===== src/design/smr_pkg.sv =====
// Purpose: constants and types for the supply monitor and reset block
// Assumes: 10 MHz system clock, 8-bit register port
// Notes: reset sequencing for the core and the open-drain reset pin
// Operation
// - Hold core and reset pin low until battery supply passes power-on level
// - Add a power-on release delay after the power-on level is crossed
// - Power-on flag reads 1 on exit from power-on reset
// - Every reset other than power-on or power-fail clears power-on flag
// - Execution restarts from one fixed address whatever the reset cause
// - With battery monitor disabled any reset but power-fail becomes a full power-on reset
// - Power-on and power-fail resets enable and select the main monitor
// - Enabled, selected monitor holds reset while main supply is low
// - After power-fail reset the power-on flag reads 1
// - Only power-on and power-fail resets change monitor enable and select
// - Sleep suppresses power-fail reset; wake keeps software settings
// - Early-ok bit clears below warning level; interrupt when enabled
// - Flash erase or write with monitor disabled causes a reset
// - No power-on delay after a power-fail reset
// - Control register: enable, three status bits, two interrupt enables
// - Enabled monitor resets only when also selected
// - Status bit 6 reads 1 while main supply is above reset level
package smr_pkg;
    localparam int CLK_FREQ_MHZ = 10;
    localparam int T_POR_DELAY_US = 15000;
    localparam int RST_HOLD_CYC = 4;
    localparam logic [7:0] ADDR_SMC = 8'hFF;
    localparam logic [7:0] ADDR_RSR = 8'hEF;
    localparam logic [7:0] ADDR_PMR = 8'hEE;
    localparam int SMC_EN = 7;
    localparam int SMC_STAT = 6;
    localparam int SMC_EOK = 5;
    localparam int SMC_BOK = 4;
    localparam int SMC_MIE = 3;
    localparam int SMC_BIE = 2;
    localparam int RSR_POF = 1;
    localparam int PMR_BDIS = 5;
    localparam int SY_POR = 0;
    localparam int SY_RST = 1;
    localparam int SY_WARN = 2;
    localparam int SY_BAT = 3;
    localparam int SY_N = 4;
    localparam logic [15:0] BOOT_ADDR = 16'h0000;
    typedef enum logic [1:0] {
        SMR_POR = 2'h0,
        SMR_RUN = 2'h1,
        SMR_PF = 2'h3,
        SMR_HOLD = 2'h2
    } smr_state_t;
    typedef struct packed {
        logic bat_ok;
        logic warn_ok;
        logic rst_ok;
    } smr_cmp_t;
    typedef struct packed {
        logic [7:0] addr;
        logic [7:0] wdata;
        logic wr;
        logic rd;
    } smr_bus_t;
endpackage


===== src/design/smr_top.sv =====
// Purpose: power-on and power-fail reset sequencer with monitor control
// Assumes: comparators are asynchronous levels; requests are on clk_sys
// Notes: power-fail release takes three cycles of latency, two of them in the synchroniser
//
// Added by the designer: the strobed register port.
`timescale 1ns/1ps
module smr_top #(
    parameter int POR_DLY_CYC = smr_pkg::T_POR_DELAY_US *
        smr_pkg::CLK_FREQ_MHZ
) (
    // Clock and reset
    input wire logic clk_sys,
    input wire logic rst,
    // Comparators
    input wire logic por_ok_i,
    input wire smr_pkg::smr_cmp_t cmp_i,
    // Core events
    input wire logic sleep_i,
    input wire logic sw_reset_i,
    input wire logic other_reset_i,
    input wire logic flash_op_i,
    // Register port
    input wire smr_pkg::smr_bus_t bus_i,
    output logic [7:0] rdata_q,
    // Reset outputs
    output logic core_reset_q,
    output logic rst_pin_q,
    output logic rst_pin_oe_q,
    output logic [15:0] boot_addr_q,
    // Analog controls and interrupt
    output logic mon_enable_q,
    output logic bat_mon_on_q,
    output logic warn_irq_q
);
    import smr_pkg::*;

    localparam int CNT_W = $clog2(POR_DLY_CYC + 1);
    localparam logic [CNT_W-1:0] POR_LAST = CNT_W'(POR_DLY_CYC - 1);
    localparam logic [CNT_W-1:0] HOLD_LAST = CNT_W'(RST_HOLD_CYC - 1);
    localparam logic [CNT_W-1:0] CNT_ONE = CNT_W'(1);

    typedef struct packed {
        smr_state_t st;
        logic [CNT_W-1:0] cnt;
        logic [SY_N-1:0] s1;
        logic [SY_N-1:0] s2;
        logic en;
        logic sel;
        logic pof;
        logic bdis;
        logic mie;
        logic bie;
        logic [7:0] rdata;
        logic core_rst;
        logic pin;
        logic pin_oe;
        logic [15:0] boot;
        logic mon_en;
        logic irq;
    } smr_regs_t;

    localparam smr_regs_t REGS_RST = '{
        st: SMR_POR,
        cnt: '0,
        s1: '0,
        s2: '0,
        en: 1'b1,
        sel: 1'b1,
        pof: 1'b1,
        bdis: 1'b0,
        mie: 1'b1,
        bie: 1'b0,
        rdata: 8'h00,
        core_rst: 1'b1,
        pin: 1'b0,
        pin_oe: 1'b1,
        boot: BOOT_ADDR,
        mon_en: 1'b1,
        irq: 1'b0
    };

    smr_regs_t q;
    smr_regs_t d;
    logic arst;
    logic pf_cond;
    logic other_req;

    // Supply loss asserts reset at once; release waits for the sync chain
    assign arst = rst | ~por_ok_i;

    // Sleep masks the power-fail path; stored settings stay untouched
    assign pf_cond = q.en && q.sel && !sleep_i &&
        !q.s2[SY_RST];
    assign other_req = sw_reset_i || other_reset_i ||
        (flash_op_i && !q.en);

    always_comb begin
        d = q;
        d.rdata = 8'h00;
        if (bus_i.rd) begin
            unique case (bus_i.addr)
                ADDR_SMC: begin
                    d.rdata[SMC_EN] = q.en;
                    d.rdata[SMC_STAT] = q.s2[SY_RST];
                    d.rdata[SMC_EOK] = q.s2[SY_WARN];
                    d.rdata[SMC_BOK] = q.s2[SY_BAT];
                    d.rdata[SMC_MIE] = q.mie;
                    d.rdata[SMC_BIE] = q.bie;
                end
                ADDR_RSR: d.rdata[RSR_POF] = q.pof;
                ADDR_PMR: d.rdata[PMR_BDIS] = q.bdis;
                default: d.rdata = 8'h00;
            endcase
        end
        if (bus_i.wr) begin
            unique case (bus_i.addr)
                ADDR_SMC: begin
                    d.en = bus_i.wdata[SMC_EN];
                    d.mie = bus_i.wdata[SMC_MIE];
                    d.bie = bus_i.wdata[SMC_BIE];
                end
                // The flag bit doubles as the monitor reset select
                ADDR_RSR: d.sel = bus_i.wdata[RSR_POF];
                ADDR_PMR: d.bdis = bus_i.wdata[PMR_BDIS];
                default: d.en = q.en;
            endcase
        end
        unique case (q.st)
            SMR_POR: begin
                // Count only once the battery level is seen above threshold
                if (!q.s2[SY_POR]) begin
                    d.cnt = '0;
                end else if (q.cnt == POR_LAST) begin
                    d.st = SMR_RUN;
                    d.cnt = '0;
                    d.pof = 1'b1;
                end else begin
                    d.cnt = q.cnt + CNT_ONE;
                end
            end
            SMR_RUN: begin
                if (pf_cond) begin
                    d.st = SMR_PF;
                end else if (other_req && q.bdis) begin
                    d = REGS_RST;
                end else if (other_req) begin
                    d.st = SMR_HOLD;
                    d.cnt = '0;
                    d.pof = 1'b0;
                end
            end
            SMR_PF: begin
                // Release directly on recovery, no power-on delay
                if (q.s2[SY_RST]) begin
                    d.st = SMR_RUN;
                    d.en = 1'b1;
                    d.sel = 1'b1;
                    d.pof = 1'b1;
                end
            end
            SMR_HOLD: begin
                // Settings written by software survive this reset
                if (q.cnt == HOLD_LAST) begin
                    d.st = SMR_RUN;
                end else begin
                    d.cnt = q.cnt + CNT_ONE;
                end
            end
        endcase
        // Sync chain is never reloaded by a full power-on request
        d.s1 = {cmp_i.bat_ok, cmp_i.warn_ok, cmp_i.rst_ok, por_ok_i};
        d.s2 = q.s1;
        d.core_rst = d.st != SMR_RUN;
        d.pin_oe = d.st == SMR_POR || d.st == SMR_PF;
        d.pin = 1'b0;
        d.boot = BOOT_ADDR;
        d.mon_en = d.en && !sleep_i;
        d.irq = (d.mie && !q.s2[SY_WARN]) ||
            (d.bie && !q.s2[SY_BAT]);
    end

    always_ff @(posedge clk_sys or posedge arst) begin
        if (arst) begin
            q <= REGS_RST;
        end else begin
            q <= d;
        end
    end

    assign rdata_q = q.rdata;
    assign core_reset_q = q.core_rst;
    assign rst_pin_q = q.pin;
    assign rst_pin_oe_q = q.pin_oe;
    assign boot_addr_q = q.boot;
    assign mon_enable_q = q.mon_en;
    assign bat_mon_on_q = !q.bdis;
    assign warn_irq_q = q.irq;
endmodule


===== config.mk =====
export PLATFORM = sky130hd
export DESIGN_NAME = smr_top
export DESIGN_NICKNAME = d
export VERILOG_FILES = /design/src/design/smr_pkg.sv /design/src/design/smr_top.sv
export SDC_FILE = /design/constraint.sdc
export NUM_CORES = 1
export LEC_CHECK = 0
export ABC_AREA = 1
export BUFFER_PORTS_ARGS = -buffer_cell sky130_fd_sc_hd__buf_2
export CAP_MARGIN = 40
export CORE_MARGIN = 1.5
export CORE_UTILIZATION = 45
export CTS_BUF_LIST = sky130_fd_sc_hd__clkbuf_4 sky130_fd_sc_hd__clkbuf_8 sky130_fd_sc_hd__clkbuf_16
export DETAILED_ROUTE_END_ITERATION = 16
export PLACE_DENSITY = 0.74
export RECOVER_POWER = 50
export SYNTH_ARGS = -nofsm -noshare
export SYNTH_HDL_FRONTEND = slang
export SYNTH_SLANG_ARGS = --single-unit

===== constraint.sdc =====
create_clock -name clk_sys -period 4.2 [get_ports clk_sys]
set_input_delay 0.84 -clock clk_sys [delete_from_list [all_inputs] [get_ports clk_sys]]
set_output_delay 0.84 -clock clk_sys [all_outputs]
set_load 0.1 [all_outputs]

Word level (Yosys, flattened, before mapping)
Index checks and enable logic that the tools add are counted.
{"block": "totals", "reg_bits": 46, "out_inout_bits": 30, "elab_cells": 92}
{"block": "op_classes", "n_addsub": 1, "eq_ne": 16, "muxes": 34, "bitwise": 2, "reduce_logical": 24}
{"cell": "$mux W32", "n": 2}
{"cell": "$mux W61", "n": 1}
{"cell": "$mux W18", "n": 3}
{"cell": "$pmux W18 S3", "n": 1}
{"cell": "$mux W20", "n": 2}
{"cell": "$eq A8 B8 Y1 const B", "n": 3}
{"cell": "$add A18 B1 Y18 const B", "n": 1}
{"cell": "$eq A18 B18 Y1 const B", "n": 1}
{"cell": "$eq A18 B2 Y1 const B", "n": 1}
{"cell": "$mux W2", "n": 8}
{"cell": "$mux W10", "n": 1}
{"cell": "$ne A2 B2 Y1 const B", "n": 5}
{"cell": "$mux W3", "n": 3}
{"cell": "$logic_and A1 B1 Y1", "n": 8}
{"cell": "$mux W1", "n": 8}
{"cell": "$mux W8", "n": 1}
{"cell": "$pmux W2 S4", "n": 1}
{"cell": "$eq A2 B2 Y1 const B", "n": 3}
{"cell": "$logic_not A1 Y1", "n": 6}
{"cell": "$reduce_and A6 Y1", "n": 1}
{"cell": "$reduce_bool A3 Y1", "n": 2}
{"cell": "$logic_not A2 Y1", "n": 2}
{"cell": "$logic_or A1 B1 Y1", "n": 4}
{"cell": "$pmux W2 S2", "n": 1}
{"cell": "8 further kinds", "n": 8}

Depth between registers and ports, before layout
Gate-level depths: netlist of the first run.
{"block": "depth", "word_depth": 9, "ltp_mapped": 11, "mapped_depth_nobuf": 11}

Worst setup path before layout of the first run
Ideal clock, no wire load.
{"block": "synth_path", "path_kind": "register to output", "start": "register q[31] in the netlist's numbering", "end": "output bat_mon_on_q", "arrival_ps": 974, "setup_slack_ps": 2386, "stages_incl_launch_ff": 2, "path_buffers": 0, "path_cell_list": "dfrtp_1 -> inv_1"}
{"block": "synth_via", "elab_chain_len": 1}
{"element": "from (decl)", "line_no": "smr_top.sv:82", "text": "smr_regs_t q;"}
{"element": "from (signal assigned)", "line_no": "smr_top.sv:184", "text": "q <= REGS_RST;"}
{"element": "from (signal assigned)", "line_no": "smr_top.sv:186", "text": "q <= d;"}
{"element": "$logic_not A1 Y1", "line_no": "smr_top.sv:196", "text": "assign bat_mon_on_q = !q.bdis;"}
{"element": "to (decl)", "line_no": "smr_top.sv:32", "text": "output logic bat_mon_on_q,"}
No other way between the ends.

Final worst setup path of the first run
{"block": "layout_path", "start": "register q[62] in the netlist's numbering", "end": "register q[55] in the netlist's numbering"}
{"block": "layout_via", "elab_chain_len": 3}
{"element": "$eq A2 B1 Y1, or another cell as far along", "line_no": "smr_top.sv:128", "text": "unique case (q.st)"}
{"element": "$ne A3 B3 Y1 (no source line), or another cell as far along"}
{"element": "$reduce_and A4 Y1 (no source line)"}
Several ways; a longest one is shown, not always the timed one.
A chain may end at the register's enable or synchronous reset.

==> flow_metrics.tcl, run 1 <==
set metrics [dict create \
    syn_avg_cell_area_sq_um 7.340 \
    drive_gt1_share_pct 18.05 \
    cp-start-kind "flip-flop" \
    n_fill_cell 601 \
    synth.ff_latch_count 45 \
    antenna_found_initial 0 \
    arrival_ns 2.43 \
    placed_cell_area_sq_um 2968 \
    dp_hpwl_microns 4334 \
    ant_nets 0 \
    gp_congestion 0.9078 \
    slew_headroom_pct 30.75 \
    io_buffer_count 36 \
    clkTransAtPathRegs_ns 0.09 \
    met2_usage_pct 31.79 \
    hold_viol 0 \
    insertion_delay_ns 0.31 \
    postCtsSetupBuffers 0 \
    cts_buffers 5 \
    cts-resized-gates 0 \
    ir_drop_uv 165.4 \
    cts_tree "yes" \
    diodes 0 \
    grt_overflow_total 0 \
    die-area_sq_um 6832 \
    layout_commonest_cell "nand2_1" \
    final_cell_mix "nand2_1 (102), inv_1 (53), nor2_1 (44), dfrtp_1 (38), nand3_1 (37)" \
    cp-end-kind "flip-flop" \
    cts-hold-fix-buffers 0 \
    worst_pin_slew_ns 1.035 \
    grtUsageMet1_pct 22.16 \
    drc 0 \
    max_freq_ghz 0.4483 \
    wirelength_microns 5649 \
    start_util_pct 47.38 \
    area_growth_pct 7.143 \
    status "finished, final reports clean" \
    finClkSkew_ns 0.01230 \
    row_count 28 \
    clockRootBuffer "clkbuf_8" \
    vias 2489 \
    drt_iter0_drc 99 \
    ys_seq_area_share_pct 39.75 \
    multi_input_area_sq_um 1334 \
    cap_violations 0 \
    min_path_type "reg -> reg" \
    cp_slowest_cell "dfrtp_1" \
    synth_cell_types 28 \
    slew_violations 0 \
    seqCellArea_sq_um 1135 \
    post-route-period-util_pct 53.11 \
    synthCells 389 \
    worstPathMaxFanout 20 \
    rsz0062_at_grt "false" \
    synth_largest_area_cell "dfrtp_1" \
    ys_top_cells_by_area "dfrtp_1 (33%), nand2_1 (13%), inv_1 (7.0%)" \
    yosysTopAreaCellShare_pct 33.30 \
    via_per_inst 5.018 \
    grt_pass1_vias 2259 \
    die_w_microns 82.66 \
    setup_violations 0 \
    avgRoutedWirePerCell_microns 11.39 \
    grt_max_degree 34 \
    track_usage_pct 18.28 \
    synth_area_sq_um 2855 \
    htree_levels 2 \
    r2r_slack_ns 1.97 \
    ys_warn_count 0 \
    cpPeakStageDelay_ns 0.46 \
    grt_pass1_wl_microns 9584 \
    setup_tns_ns 0 \
    clock_sinks 45 \
    critPathRequiredTime_ns 4.40 \
    coreArea_sq_um 6026 \
    busiest_layer "met2" \
    final_cell_area_sq_um 3059 \
    first_pass_iters 5 \
    crit_type "reg -> reg" \
    p_leak_nw 1.679 \
    crit_path_cell_trace "inv_1 > ha_1 > nand3_1 > nand2_2 > nor2_4 > nand2_4 > inv_2 > nand2_2 > inv_2 > nor2_1" \
    post-route-min-period_ns 2.230 \
    nets 455 \
    ioPinCount 58 \
    p_per_area_nw_per_um2 282.6 \
    use_met3_pct 3.736 \
    clockBufferDepth 2 \
    die_y_microns 82.66 \
]
## stage by stage
stage | cells | total power, mW | hold WS (ns) | worst slack (ns) | util (%)
after floorplan | 406 | 0.5766 | 0.3312 | 0.8073 | -
after global placement | 488 | 0.5844 | 0.3327 | 1.870 | 49.25
after detailed placement | 488 | 0.5858 | 0.3358 | 1.852 | 49.25
after CTS | 496 | 0.8737 | 0.3559 | 1.942 | 50.89
after global routing | 496 | 0.9007 | 0.3635 | 1.739 | 50.77
final | 496 | 0.8646 | 0.3521 | 1.970 | 50.77
## worst paths after layout
path                            cells past startpoint      from           end
worst max-delay path                               10     q[62]         q[55]
worst min-delay path                                0     d[36]         q[36]
worst max register to register                     10     q[62]         q[55]
worst min register to register                      0     d[36]         q[36]
max in group asynchronous                           4  por_ok_i  core_reset_q
min in group asynchronous                           2       rst         q[57]
## cell families (layout without fill, tap and decap cells)
| kind of cell | after synthesis | in the layout | share of synthesized area (%) |
|---|---|---|---|
| AOI/OAI and AO/OA | 17 | 17 | 3.462 |
| buffers and inverters | 86 | 101 | 15.78 |
| and+or+nand+nor | 232 | 232 | 37.51 |
| DFF | 45 | 45 | 39.75 |
| adders and majority gates | 7 | 7 | 3.067 |
| other | 1 | 18 | 0.1313 |
| xor gates and xnor gates | 1 | 1 | 0.3068 |
## flip-flops by register name (all words and copies together) (netlist names)
name,count
core_reset_q,1
d,4
mon_enable_q,1
q,30
rdata_q,7
rst_pin_oe_q,1
warn_irq_q,1
## cells in the mapped netlist, drive strengths merged
library cell / number
or2: 1
xnor2: 1
nor3: 5
conb: 1
dfstp: 7
nand2: 107
a21oi: 6
nand4: 19
a211oi: 1
nand3: 41
nand3b: 1
ha: 7
inv: 56
buf: 30
dfrtp: 38
o21ai: 10
nor2: 53
nor3b: 5
## final cells by class
class / count / share of cell area, %
repair buffers: 37 / 6.135
flip-flops and latches: 45 / 37.10
well taps: 75 / 3.067
multi-input cells: 275 / 43.60
clock buffers: 6 / 2.699
inverters: 56 / 6.871
clock inverters: 2 / 0.5317
## layer usage
metal  vias up  part of all wire (%)
met3         8                   5.2
met4         0                   1.6
li1       1246                     -
met2        74                    48
met5         -                     0
met1      1161                    45
## where the power goes
part	switching (mW)	internal, mW	total (mW)
logic	0.111	0.0162	0.127
clock network	0.154	0.135	0.289
registers	0.00450	0.444	0.448
## critical path, delay by kind of cell, from the launching register on
kind	cells	cell delay, ns
AND/OR/NAND/NOR	6	0.94
flip-flops	1	0.46
buffers and inverters	3	0.45
adder cells (fa/ha/maj)	1	0.28
(Power assumes the default switching activity.)
==> inputs of run 2 (changes only) <==
- clock period: 4.2 -> 2.2 ns (I/O delays scaled with it)
==> run 2 against run 1 <==
  * Critical path depth stayed put
  * Clock skew is 0.0021 ns higher
  * Highest routed layer unchanged
  * Count of clock-buffer cells in the layout stayed put
  * Design area is 0.90% higher
  * Total power is 92% higher
  * Sequential cell count stayed put
  * Critical path type unchanged
  * Global-route usage is 0.75 points higher
  * Sequential power is 91% higher
==> flow_metrics.tcl, run 2 (same netlist as run 1, synthesis figures left out) <==
set metrics [dict create \
    via_per_inst 4.998 \
    final_cell_area_sq_um 3087 \
    clock_sinks 45 \
    critPathRequiredTime_ns 2.39 \
    row_count 28 \
    cp_slowest_cell "dfrtp_1" \
    setup_tns_ns 0 \
    ff2ff_path_depth 10 \
    drc 0 \
    dp_hpwl_microns 4387 \
    cp-end-kind "flip-flop" \
    ir_drop_uv 248.6 \
    grt_pass1_vias 2340 \
    insertion_delay_ns 0.31 \
    start_util_pct 47.38 \
    die-area_sq_um 6832 \
    cap_violations 0 \
    cp-start-kind "flip-flop" \
    worstHoldPathCells 1 \
    max_freq_ghz 0.5224 \
    post-route-min-period_ns 1.914 \
    layout_commonest_cell "nand2_1" \
    io_buffer_count 36 \
    critPathLaunch "q[62]" \
    avgRoutedWirePerCell_microns 11.66 \
    cts-resized-gates 0 \
    finClkSkew_ns 0.01442 \
    postCtsSetupBuffers 0 \
    diodes 0 \
    htree_levels 2 \
    crit_type "reg -> reg" \
    regMostFlops "q" \
    rsz0062_at_grt "false" \
    ant_nets 0 \
    cts-hold-fix-buffers 0 \
    cts_tree "yes" \
    grt_overflow_total 0 \
    vias 2494 \
    gp_congestion 0.8988 \
    cts_buffers 5 \
    p_per_area_nw_per_um2 537.0 \
    clockBufferDepth 2 \
    p_leak_nw 1.692 \
    critPathBufInv 3 \
    area_growth_pct 8.107 \
    placed_cell_area_sq_um 2990 \
    hold_viol 0 \
    arrival_ns 2.10 \
    total_power_mw 1.658 \
    r2r_slack_ns 0.29 \
    crit_path_cell_trace "inv_1 > ha_1 > nand3_1 > nand2_2 > nor2_4 > nand2_4 > inv_2 > nand2_2 > inv_2 > nor2_1" \
    clockRootBuffer "clkbuf_8" \
    track_usage_pct 19.03 \
    drive_gt1_share_pct 18.87 \
    hold_path_end "d[38]" \
    drt_iter0_drc 172 \
    n_fill_cell 590 \
    cpLargestDelayFamily "simple AND/OR/NAND/NOR gates" \
    nets 458 \
    grt_pass1_wl_microns 10080 \
    die_w_microns 82.66 \
    slew_headroom_pct 27.68 \
    status "finished, final reports clean" \
    die_y_microns 82.66 \
    slew_violations 0 \
    antenna_found_initial 0 \
    worstHoldStart "cmp_i[2]" \
    r2r_start "q[62]" \
    clkTransAtPathRegs_ns 0.09 \
    worst_pin_slew_ns 1.085 \
    coreArea_sq_um 6026 \
    setup_violations 0 \
    final_cell_mix "nand2_1 (102), inv_1 (53), nor2_1 (43), dfrtp_1 (38), nand3_1 (37)" \
    grt_max_degree 46 \
    r2r_end "q[49]" \
    ioPinCount 58 \
    worstPathMaxFanout 12 \
    min_path_type "in -> reg" \
    first_pass_iters 4 \
    largest_reg_flops 30 \
    cpPeakStageDelay_ns 0.47 \
    post-route-period-util_pct 87.01 \
    wirelength_microns 5819 \
]
## run 2: where the power goes
group          internal (mW)  switching, mW  leakage [nW]
Clock                  0.259          0.299        0.0478
Sequential             0.847        0.00803         0.538
Combinational         0.0310          0.214          1.11
## run 2: worst max-delay path by stage
stage / to / slack, ns / depth (start not counted)
after global routing: q[46] / 0.10 / 10
after detailed placement: q[55] / 0.29 / 10
after floorplan: d[35] / 0.28 / 2
final: q[49] / 0.29 / 10
after CTS: q[49] / 0.28 / 10
after global placement: q[55] / 0.35 / 10
## run 2: cell type report
class	count	area (sq um)	area share, %
clock buffers	6	82.58	2.675
clock inverters	2	16.27	0.5270
inverters	56	210.2	6.810
multi-input cells	275	1341	43.45
flip-flops and latches	45	1135	36.77
well taps	75	93.84	3.040
repair buffers	40	207.7	6.729
## run 2: routing by layer
layer,wire length (microns),GRT usage (%)
met2,2865,31.87
met5,0,0
met1,2610,24.06
met4,59,6.667
met3,283,4.286
## run 2: stage by stage
stage / setup WS (ns) / utilization, % / std cells / hold slack, ns
after global placement: 0.3463 / 49.63 / 491 / 0.3349
after floorplan: 0.2830 / - / 406 / 0.3312
final: 0.2857 / 51.23 / 499 / 0.2360
after detailed placement: 0.2891 / 49.63 / 491 / 0.3347
after CTS: 0.2785 / 51.27 / 499 / 0.2288
after global routing: 0.1021 / 51.23 / 499 / 0.2161
## run 2: worst reg2reg max path, cell delays in order, from the launching register on
cell	delay, ns
dfrtp_1	0.47
inv_1	0.12
ha_1	0.27
nand3_1	0.13
nand2_2	0.09
nor2_4	0.12
nand2_4	0.08
inv_2	0.19
nand2_2	0.13
inv_2	0.13
nor2_1	0.06
==> inputs of run 3 (changes only) <==
- MAX_ROUTING_LAYER: default -> met4
- PLACE_DENSITY: 0.74 -> 0.71
- clock period: 2.2 -> 1.7 ns (I/O delays scaled with it)
==> run 3 against run 2 <==
  * Sequential power is 30% higher
  * Sequential share of layout area shrank 4.1 points
  * Critical path depth is 2 lower
  * Hold slack lost 0.098 ns
  * Clock power up 20%
  * Routed wire length grew 11%
  * Sequential cell count is the same
  * Design area up 14%
  * First-iteration DRC count decreased by 17%
  * Critical endpoint is now rst_pin_oe_q
  * Via count is 3.7% higher
==> flow_metrics.tcl, run 3 (same netlist as run 1, synthesis figures left out) <==
set metrics [dict create \
    status "finished, final reports clean" \
    nets 490 \
    drt_iter0_drc 142 \
    post-route-min-period_ns 1.656 \
    final_cell_mix "nand2_1 (99), inv_1 (49), nor2_1 (40), nand3_1 (36), buf_2 (36)" \
    cts_tree "yes" \
    worst_pin_slew_ns 1.090 \
    cap_violations 0 \
    cts-hold-fix-buffers 0 \
    setup_tns_ns 0 \
    avgRoutedWirePerCell_microns 12.22 \
    vias 2587 \
    slew_violations 0 \
    slew_headroom_pct 27.36 \
    regMostFlops "q" \
    critPathRequiredTime_ns 1.93 \
    drive_gt1_share_pct 30.70 \
    setup_violations 0 \
    clkTransAtPathRegs_ns 0.09 \
    clockBufferDepth 2 \
    worstPathMaxFanout 5 \
    io_buffer_count 36 \
    grt_pass1_vias 2335 \
    dp_hpwl_microns 4550 \
    grt_max_degree 46 \
    arrival_ns 1.88 \
    p_leak_nw 1.870 \
    start_util_pct 47.38 \
    gp_congestion 0.9235 \
    p_per_area_nw_per_um2 596.9 \
    first_pass_iters 4 \
    dp_slack_ns -0.02756 \
    crit_type "reg -> reg" \
    drc 0 \
    cts_buffers 5 \
    hold_viol 0 \
    cp-start-kind "flip-flop" \
    max_freq_ghz 0.6037 \
    grt_pass1_wl_microns 10410 \
    die-area_sq_um 6832 \
    clockRootBuffer "clkbuf_8" \
    layout_commonest_cell "nand2_1" \
    finClkSkew_ns 0.009657 \
    placed_cell_area_sq_um 3120 \
    antenna_found_initial 0 \
    ir_drop_uv 352.5 \
    largest_reg_flops 30 \
    rsz0062_at_grt "true" \
    row_count 28 \
    final_cell_area_sq_um 3508 \
    ioPinCount 58 \
    htree_levels 2 \
    ant_nets 0 \
    coreArea_sq_um 6026 \
    min_path_type "in -> reg" \
    cp-end-kind "flip-flop" \
    via_per_inst 4.872 \
    area_growth_pct 22.87 \
    die_w_microns 82.66 \
    diodes 0 \
    n_fill_cell 568 \
    wirelength_microns 6487 \
    layout_setup_ws_ns 0.04359 \
    post-route-period-util_pct 97.44 \
    clock_sinks 45 \
    track_usage_pct 20.24 \
    die_y_microns 82.66 \
    grt_overflow_total 0 \
    insertion_delay_ns 0.30 \
]
run 3: through the flow:
step | power, mW | hold slack (ns) | instances | util [%]
after global routing | 2.208 | 0.1238 | 531 | 58.22
after floorplan | 1.426 | 0.3312 | 406 | -
after detailed placement | 1.451 | 0.3347 | 505 | 51.79
after global placement | 1.448 | 0.3321 | 505 | 51.79
final | 2.094 | 0.1382 | 531 | 58.22
after CTS | 2.139 | 0.1265 | 513 | 53.38
run 3: critical path: stages, from the launching register on:
cell	delay, ns
dfrtp_1	0.44
inv_1	0.11
nand3_1	0.09
nor2_1	0.12
nand3_2	0.16
o21ai_4	0.24
nor2_2	0.07
a21oi_2	0.10
ha_1	0.24
run 3: report_power, final:
group	switching, mW	leakage (nW)	internal (mW)
clock	0.377	0.0445	0.292
sequential	0.0106	0.528	1.10
combinational	0.278	1.30	0.0414
run 3: timing repair:
item,CTS,global route
cloned,0,2
pin swaps,0,13
setup endpoints to repair,3,23
gates resized for setup,2,44
setup buffers,0,16
run 3: final cells by class:
cell class / count / area, sq um / area share, %
well taps: 75 / 93.84 / 2.675
flip-flops and latches: 45 / 1146 / 32.67
repair buffers: 72 / 519.2 / 14.80
clock inverters: 3 / 21.27 / 0.6063
inverters: 56 / 215.2 / 6.134
clock buffers: 5 / 68.82 / 1.961
multi-input cells: 275 / 1444 / 41.16
run 3: layer usage:
metal  global-route usage, %  wire [microns]  up-vias
li1                        -               -     1315
met5                       -               0        -
met3                   4.066             244        9
met2                   32.60            3275       56
met4                   6.000              98        0
met1                   25.73            2869     1207
run 3: final timing paths:
kind | startpoint | endpoint | slack, ns | cells after the start
min in group asynchronous | rst | q[57] | 0.44 | 3
hold reg to reg | d[38] | q[38] | 0.35 | 0
setup / recovery | q[55] | rst_pin_oe_q | 0.04 | 8
setup reg to reg | q[55] | rst_pin_oe_q | 0.04 | 8
hold / removal | cmp_i[2] | d[38] | 0.14 | 1
max in group asynchronous | por_ok_i | q[62] | 0.52 | 4
